[src/logic/ulrd_pkg.sv]
package ulrd_pkg;

  // Register byte offsets on the Wishbone port
  localparam logic [7:0] ULRD_OFF_CTRL = 8'h00;
  localparam logic [7:0] ULRD_OFF_CTRL_SET = 8'h04;
  localparam logic [7:0] ULRD_OFF_CTRL_CLR = 8'h08;
  localparam logic [7:0] ULRD_OFF_STATUS = 8'h0C;
  localparam logic [7:0] ULRD_OFF_STATE = 8'h10;

  // Control register field layout
  localparam int ULRD_CTRL_W = 7;
  localparam int ULRD_POS_SPEED = 0;
  localparam int ULRD_POS_TERM = 2;
  localparam int ULRD_POS_OPMODE = 3;
  localparam int ULRD_POS_DP_PD = 5;
  localparam int ULRD_POS_DM_PD = 6;

  // Status register field layout
  localparam int ULRD_POS_PULLUP_EN = 0;
  localparam int ULRD_POS_DP_PD_EN = 1;
  localparam int ULRD_POS_DM_PD_EN = 2;
  localparam int ULRD_POS_HS_TERMINATION_ENABLE = 3;

  // State register field layout
  localparam int ULRD_POS_STATE = 0;
  localparam int ULRD_POS_LISTED = 8;

  // Reset leaves the line in the power-up setting: full speed, pull-downs on
  localparam logic [6:0] ULRD_CTRL_RESET = 7'h61;

  localparam logic [1:0] ULRD_SPEED_HS = 2'h0;

  typedef enum logic [1:0] {
    ULRD_OPM_NORMAL = 2'h0,
    ULRD_OPM_TRISTATE = 2'h1,
    ULRD_OPM_NO_NRZI = 2'h2,
    ULRD_OPM_RESERVED = 2'h3
  } ulrd_opmode_t;

  typedef enum logic [4:0] {
    ULRD_ST_TRISTATE = 5'h00,
    ULRD_ST_POWERUP = 5'h01,
    ULRD_ST_HOST_CHIRP_TEST = 5'h02,
    ULRD_ST_HOST_HS = 5'h03,
    ULRD_ST_HOST_FS_SUSPEND = 5'h04,
    ULRD_ST_HOST_FS = 5'h05,
    ULRD_ST_HOST_FS_RESUME = 5'h06,
    ULRD_ST_HOST_LS_SUSPEND = 5'h07,
    ULRD_ST_HOST_LS_RESUME = 5'h08,
    ULRD_ST_PERI_CHIRP = 5'h09,
    ULRD_ST_PERI_HS = 5'h0A,
    ULRD_ST_PERI_FS_SUSPEND = 5'h0B,
    ULRD_ST_PERI_RESUME = 5'h0C,
    ULRD_ST_PERI_TEST = 5'h0D,
    ULRD_ST_OTG_CHIRP = 5'h0E,
    ULRD_ST_OTG_HS = 5'h0F,
    ULRD_ST_OTG_FS_SUSPEND = 5'h10,
    ULRD_ST_OTG_RESUME = 5'h11,
    ULRD_ST_OTG_TEST = 5'h12,
    ULRD_ST_UNLISTED = 5'h1F
  } ulrd_sig_state_t;

endpackage

[src/logic/ulrd_line_if.sv]
`timescale 1ns/10ps
interface ulrd_line_if;
  import ulrd_pkg::*;

  logic [1:0] transceiver_speed_select;
  logic termination_select;
  ulrd_opmode_t operating_mode_select;
  logic dplus_pulldown_ctrl;
  logic dminus_pulldown_ctrl;

  logic dplus_pullup_enable;
  logic dplus_pulldown_enable;
  logic dminus_pulldown_enable;
  logic hs_termination_enable;

  ulrd_sig_state_t sig_state;
  logic sig_listed;

  modport owner (
    output transceiver_speed_select,
    output termination_select,
    output operating_mode_select,
    output dplus_pulldown_ctrl,
    output dminus_pulldown_ctrl,
    input dplus_pullup_enable,
    input dplus_pulldown_enable,
    input dminus_pulldown_enable,
    input hs_termination_enable,
    input sig_state,
    input sig_listed
  );

  modport decoder (
    input transceiver_speed_select,
    input termination_select,
    input operating_mode_select,
    input dplus_pulldown_ctrl,
    input dminus_pulldown_ctrl,
    output dplus_pullup_enable,
    output dplus_pulldown_enable,
    output dminus_pulldown_enable,
    output hs_termination_enable
  );

  modport classifier (
    input transceiver_speed_select,
    input termination_select,
    input operating_mode_select,
    input dplus_pulldown_ctrl,
    input dminus_pulldown_ctrl,
    output sig_state,
    output sig_listed
  );
endinterface

[src/logic/ulrd_decode.sv]
`timescale 1ns/10ps
module ulrd_decode (
  ulrd_line_if.decoder line
);
  import ulrd_pkg::*;

  // Pure function of the five settings, no storage: a new setting reaches
  // the resistors without waiting on any bus event
  wire tristate = line.operating_mode_select == ULRD_OPM_TRISTATE;
  wire hs_speed = line.transceiver_speed_select == ULRD_SPEED_HS;

  assign line.dplus_pullup_enable = ~tristate & line.termination_select &
    ~line.dplus_pulldown_ctrl;
  assign line.dplus_pulldown_enable = ~tristate &
    line.dplus_pulldown_ctrl;
  assign line.dminus_pulldown_enable = ~tristate &
    line.dminus_pulldown_ctrl;
  assign line.hs_termination_enable = ~tristate & hs_speed &
    ~line.termination_select;
endmodule // ulrd_decode

[src/logic/ulrd_classify.sv]
`timescale 1ns/10ps
module ulrd_classify (
  ulrd_line_if.classifier line
);
  import ulrd_pkg::*;

  // Readback only; the link alone picks the signalling state
  wire [6:0] key = {line.transceiver_speed_select, line.termination_select,
    line.operating_mode_select, line.dplus_pulldown_ctrl,
    line.dminus_pulldown_ctrl};
  wire tristate = line.operating_mode_select == ULRD_OPM_TRISTATE;

  ulrd_sig_state_t state_c;

  // Rows with identical settings cannot be told apart and share a code
  always_comb
  begin
    case (key)
      7'h23: state_c = ULRD_ST_POWERUP;
      7'h0B: state_c = ULRD_ST_HOST_CHIRP_TEST;
      7'h03: state_c = ULRD_ST_HOST_HS;
      7'h33: state_c = ULRD_ST_HOST_FS_SUSPEND;
      7'h73: state_c = ULRD_ST_HOST_FS;
      7'h3B: state_c = ULRD_ST_HOST_FS_RESUME;
      7'h53: state_c = ULRD_ST_HOST_LS_SUSPEND;
      7'h5B: state_c = ULRD_ST_HOST_LS_RESUME;
      7'h18: state_c = ULRD_ST_PERI_CHIRP;
      7'h00: state_c = ULRD_ST_PERI_HS;
      7'h30: state_c = ULRD_ST_PERI_FS_SUSPEND;
      7'h38: state_c = ULRD_ST_PERI_RESUME;
      7'h08: state_c = ULRD_ST_PERI_TEST;
      7'h19: state_c = ULRD_ST_OTG_CHIRP;
      7'h01: state_c = ULRD_ST_OTG_HS;
      7'h31: state_c = ULRD_ST_OTG_FS_SUSPEND;
      7'h39: state_c = ULRD_ST_OTG_RESUME;
      7'h09: state_c = ULRD_ST_OTG_TEST;
      default: state_c = ULRD_ST_UNLISTED;
    endcase
  end

  assign line.sig_state = tristate ? ULRD_ST_TRISTATE : state_c;
  assign line.sig_listed = line.sig_state != ULRD_ST_UNLISTED;
endmodule // ulrd_classify

[src/logic/ulrd_top.sv]
// Summary of operation
// - Enables come from speed, termination, mode and two pull-down bits.
// - Operating mode 01b turns every resistor enable off.
// - D+ pull-up on only with termination select 1 and D+ pull-down 0.
// - D+ pull-down enable follows the D+ pull-down control bit.
// - D- pull-down enable follows the D- pull-down control bit.
// - HS terminations on only with speed 00b and termination select 0.
//
// Design decisions made here: the Wishbone interface to the registers and the placing of the registers.
`timescale 1ns/10ps
module ulrd_top (
  input wire logic clk_sys,
  input wire logic arst_n,
  input wire logic wb_cyc_i,
  input wire logic wb_stb_i,
  input wire logic wb_we_i,
  input wire logic [7:0] wb_adr_i,
  input wire logic [3:0] wb_sel_i,
  input wire logic [31:0] wb_dat_i,
  output logic [31:0] wb_dat_o,
  output logic wb_ack_o,
  output logic dplus_pullup_enable,
  output logic dplus_pulldown_enable,
  output logic dminus_pulldown_enable,
  output logic hs_termination_enable
);
  import ulrd_pkg::*;

  function automatic logic addr_is(input logic [7:0] adr,
                                   input logic [7:0] off);
    addr_is = adr == off;
  endfunction

  logic ack_q;
  logic [31:0] rdat_q;
  logic [31:0] rdat_d;
  logic [ULRD_CTRL_W-1:0] ctrl_q;
  logic [ULRD_CTRL_W-1:0] ctrl_d;

  ulrd_line_if line ();

  // Bus decode; misaligned byte addresses match no register
  wire req = wb_cyc_i & wb_stb_i;
  wire start = req & ~ack_q;
  wire hit_ctrl = addr_is(wb_adr_i, ULRD_OFF_CTRL);
  wire hit_set = addr_is(wb_adr_i, ULRD_OFF_CTRL_SET);
  wire hit_clr = addr_is(wb_adr_i, ULRD_OFF_CTRL_CLR);
  wire hit_status = addr_is(wb_adr_i, ULRD_OFF_STATUS);
  wire hit_state = addr_is(wb_adr_i, ULRD_OFF_STATE);

  // Write lands on the edge where the master sees ack; all fields sit
  // in byte lane 0, so only that lane gates the write
  wire wr_lane0 = req & ack_q & wb_we_i & wb_sel_i[0];
  wire [ULRD_CTRL_W-1:0] wdat = wb_dat_i[ULRD_CTRL_W-1:0];

  // Set and clear aliases avoid read-modify-write by the link
  assign ctrl_d = !wr_lane0 ? ctrl_q :
                  hit_ctrl ? wdat :
                  hit_set ? (ctrl_q | wdat) :
                  hit_clr ? (ctrl_q & ~wdat) :
                  ctrl_q;

  // Control fields onto the carrier toward decoder and classifier
  assign line.transceiver_speed_select =
    ctrl_q[ULRD_POS_SPEED +: 2];
  assign line.termination_select = ctrl_q[ULRD_POS_TERM];
  assign line.operating_mode_select =
    ulrd_opmode_t'(ctrl_q[ULRD_POS_OPMODE +: 2]);
  assign line.dplus_pulldown_ctrl = ctrl_q[ULRD_POS_DP_PD];
  assign line.dminus_pulldown_ctrl = ctrl_q[ULRD_POS_DM_PD];

  ulrd_decode u_decode (
    .line(line.decoder)
  );

  ulrd_classify u_classify (
    .line(line.classifier)
  );

  // Enables leave combinationally from the control register so that a
  // setting acts in the cycle after its write edge, never later
  assign dplus_pullup_enable = line.dplus_pullup_enable;
  assign dplus_pulldown_enable = line.dplus_pulldown_enable;
  assign dminus_pulldown_enable = line.dminus_pulldown_enable;
  assign hs_termination_enable = line.hs_termination_enable;

  wire [31:0] ctrl_word = {{(32 - ULRD_CTRL_W){1'b0}}, ctrl_q};
  wire [31:0] status_word = {28'h000_0000,
    line.hs_termination_enable, line.dminus_pulldown_enable,
    line.dplus_pulldown_enable, line.dplus_pullup_enable};
  wire [31:0] state_word = {23'h00_0000, line.sig_listed, 3'h0,
    line.sig_state};

  // Unmapped addresses read as zero and are still acknowledged
  assign rdat_d = (hit_ctrl | hit_set | hit_clr) ? ctrl_word :
                  hit_status ? status_word :
                  hit_state ? state_word :
                  32'h0000_0000;

  always_ff @(posedge clk_sys or negedge arst_n)
  begin
    if (!arst_n)
    begin
      ack_q <= 1'b0;
      rdat_q <= 32'h0000_0000;
      ctrl_q <= ULRD_CTRL_RESET;
    end
    else
    begin
      ack_q <= start;
      ctrl_q <= ctrl_d;
      if (start)
      begin
        rdat_q <= rdat_d;
      end
    end
  end

  assign wb_ack_o = ack_q;
  assign wb_dat_o = rdat_q;
endmodule // ulrd_top

[config.mk]
export PLATFORM = sky130hd
export DESIGN_NAME = ulrd_top
export DESIGN_NICKNAME = d
export VERILOG_FILES = /design/src/logic/ulrd_pkg.sv /design/src/logic/ulrd_line_if.sv /design/src/logic/ulrd_decode.sv /design/src/logic/ulrd_classify.sv /design/src/logic/ulrd_top.sv
export SDC_FILE = /design/constraint.sdc
export NUM_CORES = 1
export LEC_CHECK = 0
export ABC_AREA = 1
export BUFFER_PORTS_ARGS = -buffer_cell sky130_fd_sc_hd__buf_2
export CAP_MARGIN = 10
export CORE_ASPECT_RATIO = 0.9
export CORE_MARGIN = 2
export CORE_UTILIZATION = 30
export CTS_CLUSTER_SIZE = 20
export DETAILED_ROUTE_END_ITERATION = 12
export PLACE_DENSITY = 0.61
export SLEW_MARGIN = 40
export SYNTH_ARGS = -nofsm -noshare
export SYNTH_HDL_FRONTEND = slang
export SYNTH_SLANG_ARGS = --single-unit
[constraint.sdc]
create_clock -name clk_sys -period 1.6 [get_ports clk_sys]
set_input_delay 0.16 -clock clk_sys [delete_from_list [all_inputs] [get_ports clk_sys]]
set_output_delay 0.16 -clock clk_sys [all_outputs]
set_load 0.005 [all_outputs]
# Word-level counts from Yosys, hierarchy flattened
# Cells that the tools add are included.
# classes
eq_ne	23
n_mux	8
n_bitwise	20
reduce_logical	5
# op_table
op	count
$pmux 5 s18	1
$eq 7x6->1 const B	7
$mux 9	3
$eq 7x4->1 const B	3
$eq 7x7->1 const B	3
$mux 7	3
$eq 8x4->1 const B	2
$eq 7x5->1 const B	2
$and 1x1->1	11
$eq 8x3->1 const B	1
$eq 8x5->1 const B	1
$logic_not 8->1	1
$and 7x7->7	1
$eq 7x1->1 const B	1
$eq 7x2->1 const B	1
$logic_not 7->1	1
$not 7->7	1
$or 7x7->7	1
$mux 5	1
$ne 5x5->1 const B	1
$not 1->1	4
$reduce_bool 3->1	1
$eq 2x1->1 const B	1
$logic_not 2->1	1
other kinds (2)	3
# totals
regBits	40
in_bits	49
output_inout_bits	37
word_cells	59

# Longest topological paths before layout
# logic_depth
depth_word	7
mapped_depth	13
ltp_nobuf	13

# Modules after synthesis
# From an unflattened synthesis, not the netlist that was laid out.
# unflattened
hier_cells	243
hier_area_um2	1607.8
# by_module_without_submodules
mod	n_inst	cells_each	area_each_um2	seq_area_each_um2
ulrd_top	1	152	1164.9	404.1
ulrd_classify	1	79	387.9	0.0
ulrd_decode	1	12	55.1	0.0

# Least setup slack after synthesis
# No wires, ideal clock.
# synth_timing
path_type	register to register
startpoint	register with a tool-made name
endpoint	register rdat_q[3], in the netlist wb_dat_o[3]
t_arrival_ns	1.334
t_required_ns	1.483
setup_slack_ns	0.149
path_stages_with_launch	12
n_path_buf	0
period_less_slack_ns	1.451
path_cell_list	dfstp_2 > nand2_1 > nor2_2 > nand2_1 > nand3_2 > nor2_2 > nand3_2 > nand2_1 > nand2_1 > nand2_1 > nand2_1 > nand2_1
# synth_rtl
item	line_no	source
end signal: assignment	ulrd_top.sv:114	rdat_q <= rdat_d;
end: declaration	ulrd_top.sv:35	logic [31:0] rdat_q;

==> summary.md <==
| Metric | Value |
|---|---|
| Status | complete, but fails checks |
| Failing checks | setup timing |
| Die height | 70.7 um |
| Initial antenna violation count | 0 |
| Synth Cell Area | 0.00148 mm^2 |
| Tcrit/Tclk final | 107% |
| Clk_lat worst skew | 250 ps |
| Seq/Total Area, Yosys | 27.2% |
| Final Max Slew Viols | 0 |
| Full die area | 0.00553 mm^2 |
| #FFs+latches synth | 16 |
| Clk_skew | 3.73 ps |
| Routed Antenna Nets | 0 |
| CP required | 1800 ps |
| Fin cells | 339 |
| Core area | 0.00480 mm^2 |
| Die Wd | 78.1 um |
| Mean Syn Cell Area | 6.68 um^2 |
| Synth Instances | 222 |
| Yosys top cell area share | 21.9% |
| Startpoint Class | flop |
| N_diodes | 0 |
| Layout Nets | 324 |
| Crit Reg-Reg Endpoint | wb_dat_o[3]$_DFFE_PN0P_ |
| Max Cap Violations | 0 |
| Yosys cell types | 29 |
| Rows | 24 |
| CTS buffer count | 3 |
| Number of port buffers | 33 |
| Dpl cells | 326 |
| CTS H-tree lvls | 1 |
| Via-to-Cell Ratio | 4.39 |
| Synth-to-Final Area Change | 30.2% |
| Final hold violation count | 0 |
| Clk sinks | 16 |
| Reg2Reg Depth | 12 |
| Multi-input logic area | 997 um^2 |
| Crit path kind | reg2reg |
| Vias | 1,489 |
| Max IR drop VDD | 0.000209 V |
| CP max FO | 5 |
| Synth top area cells | dfrtp_1, nand2_1, buf_4 |
| Cell taking the most area after synthesis | dfrtp_1 |
| Worst Hold Depth | 3 |
| Number of global-route vias before repair | 1,334 |
| DRT Wirelength | 3660 um |
| Crit path to | wb_dat_o[3]$_DFFE_PN0P_ |
| RSZ-0062 raised after global routing | yes |
| WP data arrival | 1910 ps |
| Register area | 408 um^2 |
| FILL cells | 523 |
| Most frequent cells in the layout | nand2_1, buf_2, conb_1 |
| Layout cells sized above 1 | 40.9% |
| First-pass GRT wire length | 5760 um |
| Remaining DRCs | 0 |
| CP endpoint kind | flop |
| HPWL Detailed | 2710 um |
| Io pins | 86 |
| CTS tree | yes |
| DP Worst Slack | -63.7 ps |
| Clock Pin Slew Worst Setup and Hold Paths | 70 ps |
| Final worst path period need | 1710 ps |
| Cell Pwr Density | 461 mW/mm^2 |
| Final setup viols | 7 |
| Number of DRC markers in iteration 0 | 65 |
| Gr ovfl total | 0 |
| Worst hold path class | in2reg |
| Flop2flop setup slack | -110 ps |
| Total leakage power | 1.04 nW |
| Pre-Repair DR Iteration Count | 4 |
| Setup ws final | -110 ps |
| F_max | 0.585 GHz |
| Routed wire length per instance | 10.8 um |
| Root buffer cell | clkbuf_8 |
| Largest net degree at the start of global routing | 17 |
| Routability cong. | 0.833 |
| Most common cell after layout, fill and taps aside | nand2_1 |
| GRT Overall Usage | 12.6% |
| CTS Buffer Depth | 2 |
| Yosys warns | 0 |
| Initial Util | 30.9% |
==> cell type report <==
class | instances | area share, %
Clock buffer | 4 | 2.85
Inverter | 20 | 4.15
Multi-Input combinational cell | 182 | 51.6
Sequential cell | 16 | 21.1
Tap cell | 65 | 4.21
Timing Repair Buffer | 52 | 16.1
==> cells in the mapped netlist, drive strengths merged <==
| cell type | instances |
|---|---|
| nand2 | 73 |
| nor2 | 32 |
| buf | 26 |
| nand3 | 21 |
| inv | 20 |
| dfrtp | 13 |
| a21oi | 9 |
| o21ai | 9 |
| nor3 | 6 |
| nand4 | 4 |
| dfstp | 3 |
| o31ai | 2 |
| clkbuf | 1 |
| conb | 1 |
| nand3b | 1 |
| nor4 | 1 |
==> worst max-delay path, cell delays in order, from the launching register on <==
cell and delay [ps]:
dfstp_2 620, inv_1 80, nand2_1 80, nor2_2 50, nand2_1 110, nand3_2 120, nor2_4 180, nand3_4 120
nand2_1 90, nand2_1 50, nand2_1 50, nand2_1 50, nand2_1 50
==> what timing repair did <==
| action | in CTS | in global routing |
|---|---|---|
| resized for setup | 7 | 26 |
| hold buffers | 1 | 0 |
| endpoints found under the setup margin | 6 | 10 |
| setup buffers | 4 | 4 |
| endpoints found under the hold margin | 13 | 0 |
| cloned | 0 | 0 |
| pin swaps | 11 | 5 |
==> metal layers <==
| metal | GRT usage (%) | vias up | routed length, um |
|---|---|---|---|
| met5 | 0 | - | 0 |
| met4 | 1.75 | 0 | 85 |
| met3 | 2.42 | 9 | 178 |
| met2 | 22.3 | 52 | 1830 |
| met1 | 16.4 | 662 | 1560 |
| li1 | - | 766 | - |
==> stage by stage <==
stage	utilization, %	setup TNS [ps]	hold WS (ps)	area (um^2)	power [mW]
after detailed placement	35.3	-204	102	1700	0.524
after global placement	35.3	-153	98.2	1700	0.523
after floorplan	-	0	-136	1570	0.511
after CTS	37.8	-46.6	124	1820	0.892
after global routing	40.2	-1100	133	1930	0.923
final	40.2	-503	125	1930	0.891
==> where the power goes <==
part | internal, mW | switching, mW | total (mW)
Clock | 0.219 | 0.155 | 0.374
Sequential | 0.411 | 0.00384 | 0.415
Combinational | 0.0364 | 0.0657 | 0.102
Total | 0.666 | 0.225 | 0.891
==> kinds of logic after synthesis <==
family | synth area share, %
compound gates | 7.34
simple gates | 46.7
flops | 27.2
other cells | 0.253
buf+inv | 18.5
==> worst min-delay path by stage <==
stage,start,endpoint,slack (ps)
2_1_floorplan,arst_n,async pin,-140
3_3_place_gp,arst_n,async pin,100
3_5_place_dp,arst_n,async pin,100
4_1_cts,wb_dat_i[6],flop,120
5_1_grt,wb_dat_i[0],flop,130
6_report,wb_dat_i[6],flop,130
No activity file was read; power rests on OpenSTA's default activity.
